===== src/shared/pm_pkg.sv =====
// Behaviour
// - support D0, D3hot, D3cold; wake only in D3hot
// - entering D0 starts in D0 uninitialized
// - D0 active answers everything, may interrupt
// - writing D3hot code to bits 1:0 enters D3hot
// - D3hot: config accesses only, no interrupts
// - D3hot keeps serial receive and flow control running
// - D3hot with enable: start bit or delta raises wake
// - wake sets status always; host clears by one
// - D0 write from D3hot enters active, keeps registers
// - bus drivers off during D3hot to D0 transition
// - D3hot preserves configuration and functional context
// - D3cold loses context, never raises wake output
// - reset after power returns restores all defaults
// - 32-bit user register at 0x48, eeprom-only
// - eeprom organized as 16-bit words
// - download after reset only if chip select high
// - download finishes within 2^16 clocks of release
// - eeprom words 0..7 map to fixed config words
// - word for 0x08 uses only upper byte
// - enable and state fields reset zero, 7:2 zero
// - control/status in low half of 0x44, status bit 15
package pm_pkg;
   // ****************************************************************
   // configuration space offsets (byte addresses of dwords)
   // ****************************************************************
   localparam logic [7:0] OFF_ID = 8'h00;
   localparam logic [7:0] OFF_CLASS = 8'h08;
   localparam logic [7:0] OFF_SUBSYS = 8'h2C;
   localparam logic [7:0] OFF_CAP_PTR = 8'h34;
   localparam logic [7:0] OFF_PM_CAP = 8'h40;
   localparam logic [7:0] OFF_PM_CSR = 8'h44;
   localparam logic [7:0] OFF_USER = 8'h48;

   // ****************************************************************
   // control/status field layout and reset values
   // ****************************************************************
   localparam int PS_LSB = 0;
   localparam int PME_EN_BIT = 8;
   localparam int PME_STATUS_BIT = 15;
   localparam logic [1:0] PS_D0 = 2'h0;
   localparam logic [1:0] PS_D3HOT = 2'h3;
   localparam logic [1:0] PS_RESET = 2'h0;
   localparam logic PME_EN_RESET = 1'b0;
   localparam logic [31:0] USER_RESET = 32'h00000000;
   localparam logic [23:0] CLASS_RESET = 24'h070002;
   localparam logic [31:0] PM_CAP_VALUE = 32'h420A0001;
   localparam logic [7:0] CAP_PTR_VALUE = 8'h40;
   localparam logic [15:0] SUBSYS_RESET = 16'h0000;

   // ****************************************************************
   // eeprom layout and download timing
   // ****************************************************************
   localparam int EE_WORD_BITS = 16;
   localparam int EE_WORDS = 8;
   localparam int LOAD_LIMIT_CYCLES = 65536;
   localparam int MSR_DELTA_BITS = 4;

   // ****************************************************************
   // state types
   // ****************************************************************
   typedef enum logic [3:0] {
      PWR_D0_UNINIT = 4'h1,
      PWR_D0_ACTIVE = 4'h2,
      PWR_D3_HOT = 4'h4,
      PWR_RETURN = 4'h8
   } pwr_state_e;

   typedef enum logic [2:0] {
      LD_STRAP = 3'h1,
      LD_FETCH = 3'h2,
      LD_DONE = 3'h4
   } load_state_e;
endpackage : pm_pkg


===== src/core/pm_power_ctrl.sv =====
`timescale 1ns/1ns
module pm_power_ctrl #(
   parameter int CHANNELS = 8,
   parameter int LOAD_LIMIT = pm_pkg::LOAD_LIMIT_CYCLES,
   parameter logic [15:0] VENDOR_DEFAULT = 16'h1234, // arbitrary value
   parameter logic [15:0] DEVICE_DEFAULT = 16'h5678, // arbitrary value
   parameter logic [7:0] REVISION = 8'h01 // arbitrary value
) (
   // clock and reset
   input wire logic i_clock,
   input wire logic i_reset,
   // configuration space access
   input wire logic i_cfg_req,
   input wire logic i_cfg_write,
   input wire logic [7:0] i_cfg_addr,
   input wire logic [3:0] i_cfg_be,
   input wire logic [31:0] i_cfg_wdata,
   output logic o_cfg_ack,
   output logic [31:0] o_cfg_rdata,
   // software initialization indication (memory space enabled)
   input wire logic i_sw_init_done,
   // functional gating toward the rest of the device
   output logic o_mem_respond_en,
   output logic o_irq_en,
   output logic o_pci_drive_en,
   output logic o_rx_enable,
   output logic o_d3hot,
   // wake sources
   input wire logic [CHANNELS-1:0] i_rx,
   input wire logic [CHANNELS*pm_pkg::MSR_DELTA_BITS-1:0] i_msr_delta,
   // wake output pin, open drain
   output logic o_pme_out,
   output logic o_pme_oe,
   // eeprom word reader
   input wire logic i_eeprom_chip_select,
   output logic o_ee_req,
   output logic [2:0] o_ee_addr,
   input wire logic i_ee_valid,
   input wire logic [pm_pkg::EE_WORD_BITS-1:0] i_ee_data,
   output logic o_load_busy
);
   import pm_pkg::*;

   // ****************************************************************
   // state
   // ****************************************************************
   localparam int CNT_W = $clog2(LOAD_LIMIT + 1);
   localparam logic [CNT_W-1:0] LOAD_LAST = CNT_W'(LOAD_LIMIT - 1);

   typedef struct packed {
      pwr_state_e pwr;
      logic [1:0] ps_field;
      logic pme_en;
      logic pme_status;
      logic [15:0] vendor;
      logic [15:0] device;
      logic [23:0] class_code;
      logic [15:0] subsys_vendor;
      logic [15:0] subsys;
      logic [31:0] user;
      load_state_e ld;
      logic [2:0] ld_idx;
      logic [CNT_W-1:0] ld_cnt;
      logic ack;
      logic [31:0] rdata;
   } ctrl_s;

   ctrl_s state_q;
   ctrl_s state_d;
   logic wake_event;
   logic take;
   logic csr_write;
   logic [31:0] read_word;

   // ****************************************************************
   // wake event detection
   // ****************************************************************
   wake_detect #(
      .CHANNELS(CHANNELS)
   ) u_wake (
      .i_clock(i_clock),
      .i_reset(i_reset),
      .i_rx(i_rx),
      .i_msr_delta(i_msr_delta),
      .o_wake_event(wake_event)
   );

   // ****************************************************************
   // configuration access decode
   // ****************************************************************

   // accept one request per ack; config space is held off while loading
   assign take = i_cfg_req & ~state_q.ack & (state_q.ld == LD_DONE);
   assign csr_write = take & i_cfg_write & (i_cfg_addr == OFF_PM_CSR);

   // read mux over the implemented dwords, all others read zero
   always_comb begin
      read_word = 32'h00000000;
      unique case (i_cfg_addr)
         OFF_ID: begin
            read_word = {state_q.device, state_q.vendor};
         end
         OFF_CLASS: begin
            read_word = {state_q.class_code, REVISION};
         end
         OFF_SUBSYS: begin
            read_word = {state_q.subsys, state_q.subsys_vendor};
         end
         OFF_CAP_PTR: begin
            read_word = {24'h000000, CAP_PTR_VALUE};
         end
         OFF_PM_CAP: begin
            read_word = PM_CAP_VALUE;
         end
         OFF_PM_CSR: begin
            // reserved bits 14:9 and 7:2 read zero
            read_word[PS_LSB +: 2] = state_q.ps_field;
            read_word[PME_EN_BIT] = state_q.pme_en;
            read_word[PME_STATUS_BIT] = state_q.pme_status;
         end
         OFF_USER: begin
            read_word = state_q.user;
         end
         default: begin
            read_word = 32'h00000000;
         end
      endcase
   end

   // ****************************************************************
   // next state
   // ****************************************************************
   always_comb begin
      state_d = state_q;
      state_d.ack = take;
      if (take && !i_cfg_write) begin
         state_d.rdata = read_word;
      end

      // wake status: set by any event in D3hot regardless of enable,
      // cleared by writing one; a set in the same cycle wins
      if (csr_write && i_cfg_be[1] && i_cfg_wdata[PME_STATUS_BIT]) begin
         state_d.pme_status = 1'b0;
      end
      if (wake_event && state_q.pwr == PWR_D3_HOT) begin
         state_d.pme_status = 1'b1;
      end

      // wake enable, low-order bit of the upper control byte
      if (csr_write && i_cfg_be[1]) begin
         state_d.pme_en = i_cfg_wdata[PME_EN_BIT];
      end

      // power state machine; registers are untouched on any transition
      unique case (state_q.pwr)
         PWR_D0_UNINIT: begin
            if (i_sw_init_done) begin
               state_d.pwr = PWR_D0_ACTIVE;
            end
         end
         PWR_D0_ACTIVE: begin
            if (i_sw_init_done == 1'b0) begin
               state_d.pwr = PWR_D0_UNINIT;
            end
         end
         PWR_D3_HOT: begin
            // context kept as is while here
            state_d.pwr = PWR_D3_HOT;
         end
         PWR_RETURN: begin
            // one cycle with drivers off, then active
            state_d.pwr = PWR_D0_ACTIVE;
         end
      endcase

      // power-state field writes; unsupported codes are ignored
      if (csr_write && i_cfg_be[0]) begin
         if (i_cfg_wdata[PS_LSB +: 2] == PS_D3HOT &&
            (state_q.pwr == PWR_D0_UNINIT || state_q.pwr == PWR_D0_ACTIVE)) begin
            state_d.pwr = PWR_D3_HOT;
            state_d.ps_field = PS_D3HOT;
         end else if (i_cfg_wdata[PS_LSB +: 2] == PS_D0 &&
            state_q.pwr == PWR_D3_HOT) begin
            state_d.pwr = PWR_RETURN;
            state_d.ps_field = PS_D0;
         end
      end

      // eeprom download sequencer
      unique case (state_q.ld)
         LD_STRAP: begin
            // chip select level caught on the first edge after release
            state_d.ld = i_eeprom_chip_select ? LD_FETCH : LD_DONE;
            state_d.ld_cnt = CNT_W'(1);
         end
         LD_FETCH: begin
            state_d.ld_cnt = state_q.ld_cnt + CNT_W'(1);
            if (i_ee_valid) begin
               // fixed word map, each eeprom word is 16 bits
               unique case (state_q.ld_idx)
                  3'h0: state_d.vendor = i_ee_data;
                  3'h1: state_d.device = i_ee_data;
                  3'h2: state_d.class_code[7:0] = i_ee_data[15:8];
                  3'h3: state_d.class_code[23:8] = i_ee_data;
                  3'h4: state_d.subsys_vendor = i_ee_data;
                  3'h5: state_d.subsys = i_ee_data;
                  3'h6: state_d.user[15:0] = i_ee_data;
                  3'h7: state_d.user[31:16] = i_ee_data;
               endcase
               state_d.ld_idx = state_q.ld_idx + 3'h1;
               if (state_q.ld_idx == 3'(EE_WORDS - 1)) begin
                  state_d.ld = LD_DONE;
               end
            end
            // give up rather than overrun the download limit
            if (state_q.ld_cnt >= LOAD_LAST) begin
               state_d.ld = LD_DONE;
            end
         end
         LD_DONE: begin
            state_d.ld = LD_DONE;
         end
         default: begin
            state_d.ld = LD_DONE;
         end
      endcase
   end

   // ****************************************************************
   // registers; every reset restores the power-on defaults
   // ****************************************************************
   always_ff @(posedge i_clock) begin
      if (i_reset) begin
         state_q.pwr <= PWR_D0_UNINIT;
         state_q.ps_field <= PS_RESET;
         state_q.pme_en <= PME_EN_RESET;
         state_q.pme_status <= 1'b0;
         state_q.vendor <= VENDOR_DEFAULT;
         state_q.device <= DEVICE_DEFAULT;
         state_q.class_code <= CLASS_RESET;
         state_q.subsys_vendor <= SUBSYS_RESET;
         state_q.subsys <= SUBSYS_RESET;
         state_q.user <= USER_RESET;
         state_q.ld <= LD_STRAP;
         state_q.ld_idx <= 3'h0;
         state_q.ld_cnt <= '0;
         state_q.ack <= 1'b0;
         state_q.rdata <= 32'h00000000;
      end else begin
         state_q <= state_d;
      end
   end

   // ****************************************************************
   // outputs
   // ****************************************************************

   // configuration answer
   assign o_cfg_ack = state_q.ack;
   assign o_cfg_rdata = state_q.rdata;

   // memory space and interrupts only while fully active
   assign o_mem_respond_en = (state_q.pwr == PWR_D0_ACTIVE);
   assign o_irq_en = (state_q.pwr == PWR_D0_ACTIVE);
   assign o_d3hot = (state_q.pwr == PWR_D3_HOT);

   // bus drivers off while returning from D3hot
   assign o_pci_drive_en = (state_q.pwr != PWR_RETURN);

   // receivers and flow control never gated by power state
   assign o_rx_enable = 1'b1;

   // wake pin pulled low only in D3hot with enable and pending status
   assign o_pme_out = 1'b0;
   assign o_pme_oe = (state_q.pwr == PWR_D3_HOT) & state_q.pme_en &
      state_q.pme_status;

   // eeprom word requests
   assign o_ee_req = (state_q.ld == LD_FETCH);
   assign o_ee_addr = state_q.ld_idx;
   assign o_load_busy = (state_q.ld != LD_DONE);
endmodule : pm_power_ctrl


===== src/core/wake_detect.sv =====
`timescale 1ns/1ns
module wake_detect #(
   parameter int CHANNELS = 8
) (
   // clock and reset
   input wire logic i_clock,
   input wire logic i_reset,
   // serial receive lines and modem delta bits per channel
   input wire logic [CHANNELS-1:0] i_rx,
   input wire logic [CHANNELS*pm_pkg::MSR_DELTA_BITS-1:0] i_msr_delta,
   // one-cycle wake event
   output logic o_wake_event
);
   import pm_pkg::*;

   typedef struct packed {
      logic [CHANNELS-1:0] rx_prev;
      logic [CHANNELS*MSR_DELTA_BITS-1:0] delta_prev;
      logic event_out;
   } wake_s;

   wake_s state_q;
   wake_s state_d;
   logic [CHANNELS-1:0] hit;

   // per channel: falling receive line (start bit) or newly set delta bit
   for (genvar ch = 0; ch < CHANNELS; ch++) begin : g_chan
      assign hit[ch] = (state_q.rx_prev[ch] & ~i_rx[ch]) |
         (|(i_msr_delta[ch*MSR_DELTA_BITS +: MSR_DELTA_BITS] &
            ~state_q.delta_prev[ch*MSR_DELTA_BITS +: MSR_DELTA_BITS]));
   end

   // next state
   always_comb begin
      state_d = state_q;
      state_d.rx_prev = i_rx;
      state_d.delta_prev = i_msr_delta;
      state_d.event_out = |hit;
   end

   // registers; idle line is high, so the reset value avoids a false start
   always_ff @(posedge i_clock) begin
      if (i_reset) begin
         state_q <= '{rx_prev: '1, delta_prev: '0, event_out: 1'b0};
      end else begin
         state_q <= state_d;
      end
   end

   assign o_wake_event = state_q.event_out;
endmodule : wake_detect


===== config.mk =====
export PLATFORM = sky130hd
export DESIGN_NAME = pm_power_ctrl
export DESIGN_NICKNAME = d
export VERILOG_FILES = /design/src/shared/pm_pkg.sv /design/src/core/pm_power_ctrl.sv /design/src/core/wake_detect.sv
export SDC_FILE = /design/constraint.sdc
export NUM_CORES = 1
export LEC_CHECK = 0
export BUFFER_PORTS_ARGS = -buffer_cell sky130_fd_sc_hd__buf_2
export CAP_MARGIN = 20
export CORE_MARGIN = 2
export CORE_UTILIZATION = 58
export CTS_CLUSTER_DIAMETER = 50
export DETAILED_ROUTE_END_ITERATION = 8
export PLACE_DENSITY = 0.89
export SETUP_SLACK_MARGIN = 0.05
export SYNTH_ARGS = -nofsm -noshare
export SYNTH_HDL_FRONTEND = slang
export SYNTH_HIERARCHICAL = 1
export SYNTH_SLANG_ARGS = --single-unit

===== constraint.sdc =====
create_clock -name i_clock -period 3.39 [get_ports i_clock]
set_input_delay 0.678 -clock i_clock [delete_from_list [all_inputs] [get_ports i_clock]]
set_output_delay 0.678 -clock i_clock [all_outputs]
set_load 0.02 [all_outputs]

==> results.sh <==
export IMPL_synth_ff_type="dfxtp_1"
export IMPL_clk_pin_slew_ns=0.07
export IMPL_ant_nets=0
export IMPL_crit_path_end_kind="output pin"
export IMPL_vdd_drop_max_mv=0.376
export IMPL_cts_resized=0
export IMPL_min_to="u_wake/state_q[39]$_SDFF_PP1_"
export IMPL_initial_core_util=0.587
export IMPL_p_switching_w=0.00124
export IMPL_synth_edf_count=0
export IMPL_grt_use_met2=0.424
export IMPL_crit_chain="or3b_1, inv_1, buf_2"
export IMPL_layout_drive_gt1_share=0.154
export IMPL_cts_path_max_buffers=3
export IMPL_cap_violations=0
export IMPL_reg2reg_depth=4
export IMPL_clk_latency_ns=0.51
export IMPL_grt_pass1_wl_um=38500
export IMPL_worstHoldPathType="in -> reg"
export IMPL_dieWidth_um=133
export IMPL_fin_worst_skew_ns=0.00992
export IMPL_p_seq_frac=0.485
export IMPL_syn_inst=1161
export IMPL_ys_seq_elements=224
export IMPL_pwr_share_clk=0.463
export IMPL_via_per_inst=5.87
export IMPL_async_flop_share=0
export IMPL_fin_crit_ns=2.76
export IMPL_cpLargestDelayFamily="buffers and inverters"
export IMPL_rr_endpoint="o_cfg_rdata[12]$_SDFFE_PP0P_"
export IMPL_worst_pin_slew_ns=0.901
export IMPL_routed_wl_um=24000
export IMPL_final_area_sq_um=10800
export IMPL_synth_area_sq_um=9590
export IMPL_holdPathStages=2
export IMPL_hold_violations=0
export IMPL_place_congestion=0.849
export IMPL_rows=47
export IMPL_grt_pass1_vias=7868
export IMPL_hold_buffers=0
export IMPL_fin_crit_sh=0.815
export IMPL_grtUsageMet1=0.350
export IMPL_cts_tree="done"
export IMPL_setup_violations=0
export IMPL_ys_warnings_count=6
export IMPL_leakage_nw=4.22
export IMPL_place_area_sq_um=9940
export IMPL_hp_start="i_rx[6]"
export IMPL_ys_seq_area_frac=0.468
export IMPL_cts_buffers=24
export IMPL_clkSinkCount=224
export IMPL_max_freq_mhz=362
export IMPL_slowest_delay_ns=0.57
export IMPL_use_met3=0.0479
export IMPL_grt_busiest_layer="met2"
export IMPL_post_cts_buffers=0
export IMPL_gr_usage_all_layers=0.265
export IMPL_avgSynthCellArea_sq_um=8.26
export IMPL_r2r_start="state_q[55]$_SDFFE_PP0P_"
export IMPL_critPathBufInv=2
export IMPL_cp_max_fo=14
export IMPL_worst_setup_path_type="reg -> out"
export IMPL_grt_max_degree=83
export IMPL_p_int_w=0.00430
export IMPL_grt_ovfl_total=0
export IMPL_p_comb_frac=0.052
export IMPL_die_y_um=133
export IMPL_dp_hpwl_um=15600
export IMPL_routedWlPerCell_um=16.8
export IMPL_drc=0
export IMPL_setup_tns_ns=0
export IMPL_slowest_stage="or3b_1"
export IMPL_required_ns=2.71
export IMPL_dr_pass1_iters=5
export IMPL_core_sq_um=16300
export IMPL_grt_setup_unrepaired="no"
export IMPL_syn_to_final_growth_pct=12.1
export IMPL_dieArea_sq_um=17600
export IMPL_ys_types=67
export IMPL_cts_root_buf="clkbuf_16"
export IMPL_drt_iter0_drc=764
export IMPL_io_pins=152
export IMPL_slew_headroom=0.398
export IMPL_status="finished, final reports clean"
export IMPL_swShare=0.225
export IMPL_timing_reg2reg_setup_slack_ns=1.24
export IMPL_antenna_found_initial=1
export IMPL_cts_htree_levels=1
export IMPL_start_kind="flop"
export IMPL_vias=8409
export IMPL_io_buffers=119
export IMPL_crit_arrival_ns=2.08
export IMPL_power_density_nw_per_um2=516
export IMPL_finalMaxSlewViolations=0
export IMPL_nNetsFinal=1312
export IMPL_synth_nets=1276
-- cell usage in the layout (no fill, tap or decap), drive strengths merged, types with 5 or more instances in the layout --
master	instances
nand2	245
dfxtp	224
buf	135
a21oi	119
nor2	73
inv	38
nand3	36
mux2i	33
clkbuf	33
nor3	22
o2bb2ai	15
nand2b	15
o22ai	13
a22o	12
and3	12
or3	12
nor2b	12
a221o	11
nand3b	11
nor4	11
a221oi	11
or2	10
ha	8
nor3b	8
nand4	7
o211ai	6
a211oi	6
clkinv	6
and2	5
-- Yosys cell counts, drive strengths merged (7+ instances only) --
library cell	n	area [sq um]
nand2	245	920
nand2b	15	93.8
nor4	11	68.8
nor3b	8	65.1
a22o	12	105
nand3	36	180
clkbuf	71	267
inv	38	143
nor2	73	277
ha	8	100
nor3	22	115
and3	12	75.1
a21oi	119	596
a221oi	11	96.3
buf	54	360
a221o	11	110
nand3b	11	82.6
or2	10	62.6
dfxtp	224	4480
mux2i	33	330
o2bb2ai	15	131
o22ai	13	81.3
nor2b	12	75.1
nand4	7	43.8
or3	12	75.1
-- through the flow --
stage	utilization	power, W	setup WS, ns	cells	hold slack [ns]
floorplan	-	0.00292	0.704	1161	0.417
global placement	0.608	0.00302	0.651	1389	0.439
global route	0.658	0.00570	0.556	1432	0.359
finish	0.658	0.00554	0.628	1432	0.364
detailed placement	0.608	0.00302	0.614	1389	0.443
CTS	0.656	0.00556	0.620	1429	0.355
-- cell families after synthesis --
group / count (synthesis) / share of synthesized area
simple gates: 495 / 0.242
mux: 37 / 0.0391
flops: 224 / 0.468
fa+ha+maj: 8 / 0.0104
buf+inv: 164 / 0.0806
xor+xnor: 3 / 0.00274
compound gates: 228 / 0.157
other cells: 2 / 0.000783
-- final cells by class --
class / instances / area, sq um
Antenna cell: 1 / 2.50
Clock buffer: 33 / 706
Clock inverter: 7 / 77.6
Fill cell: 1308 / 5600
Inverter: 39 / 146
Multi-Input combinational cell: 773 / 4330
Sequential cell: 224 / 4480
Tap cell: 220 / 275
Timing Repair Buffer: 135 / 726
-- metal layers --
metal | routed length (um) | up-vias
met4 | 849 | 0
met1 | 10000 | 3926
met3 | 2150 | 65
li1 | - | 4007
met2 | 11000 | 411
met5 | 0 | -
-- flip-flops by register name, indices dropped and copies added (netlist names) --
register	count
o_ee_addr	3
u_wake/o_wake_event	1
o_cfg_ack	1
o_cfg_rdata	32
u_wake/state_q	40
state_q	147
-- how the worst max path moves through the flow --
stage | startpoint | to | slack, ns | cells after the start
final | state_q[54]$_SDFFE_PP0P_ | o_ee_req | 0.63 | 3
after global routing | state_q[54]$_SDFFE_PP0P_ | o_ee_req | 0.56 | 3
after CTS | state_q[54]$_SDFFE_PP0P_ | o_ee_req | 0.62 | 3
after detailed placement | i_cfg_addr[6] | o_cfg_rdata[29]$_SDFFE_PP0P_ | 0.61 | 6
after global placement | i_cfg_addr[6] | o_cfg_rdata[29]$_SDFFE_PP0P_ | 0.65 | 6
after floorplan | state_q[182]$_SDFF_PP0_ | o_pme_oe | 0.70 | 3
-- power by group through the flow --
stage / sequential (W) / clock [W] / combinational (W)
CTS: 0.00269 / 0.00259 / 0.000281
detailed placement: 0.00274 / 0 / 0.000279
floorplan: 0.00274 / 0 / 0.000181
global route: 0.00269 / 0.00269 / 0.000313
global placement: 0.00274 / 0 / 0.000274
finish: 0.00269 / 0.00257 / 0.000288
Power figures use the tool's default switching activity.
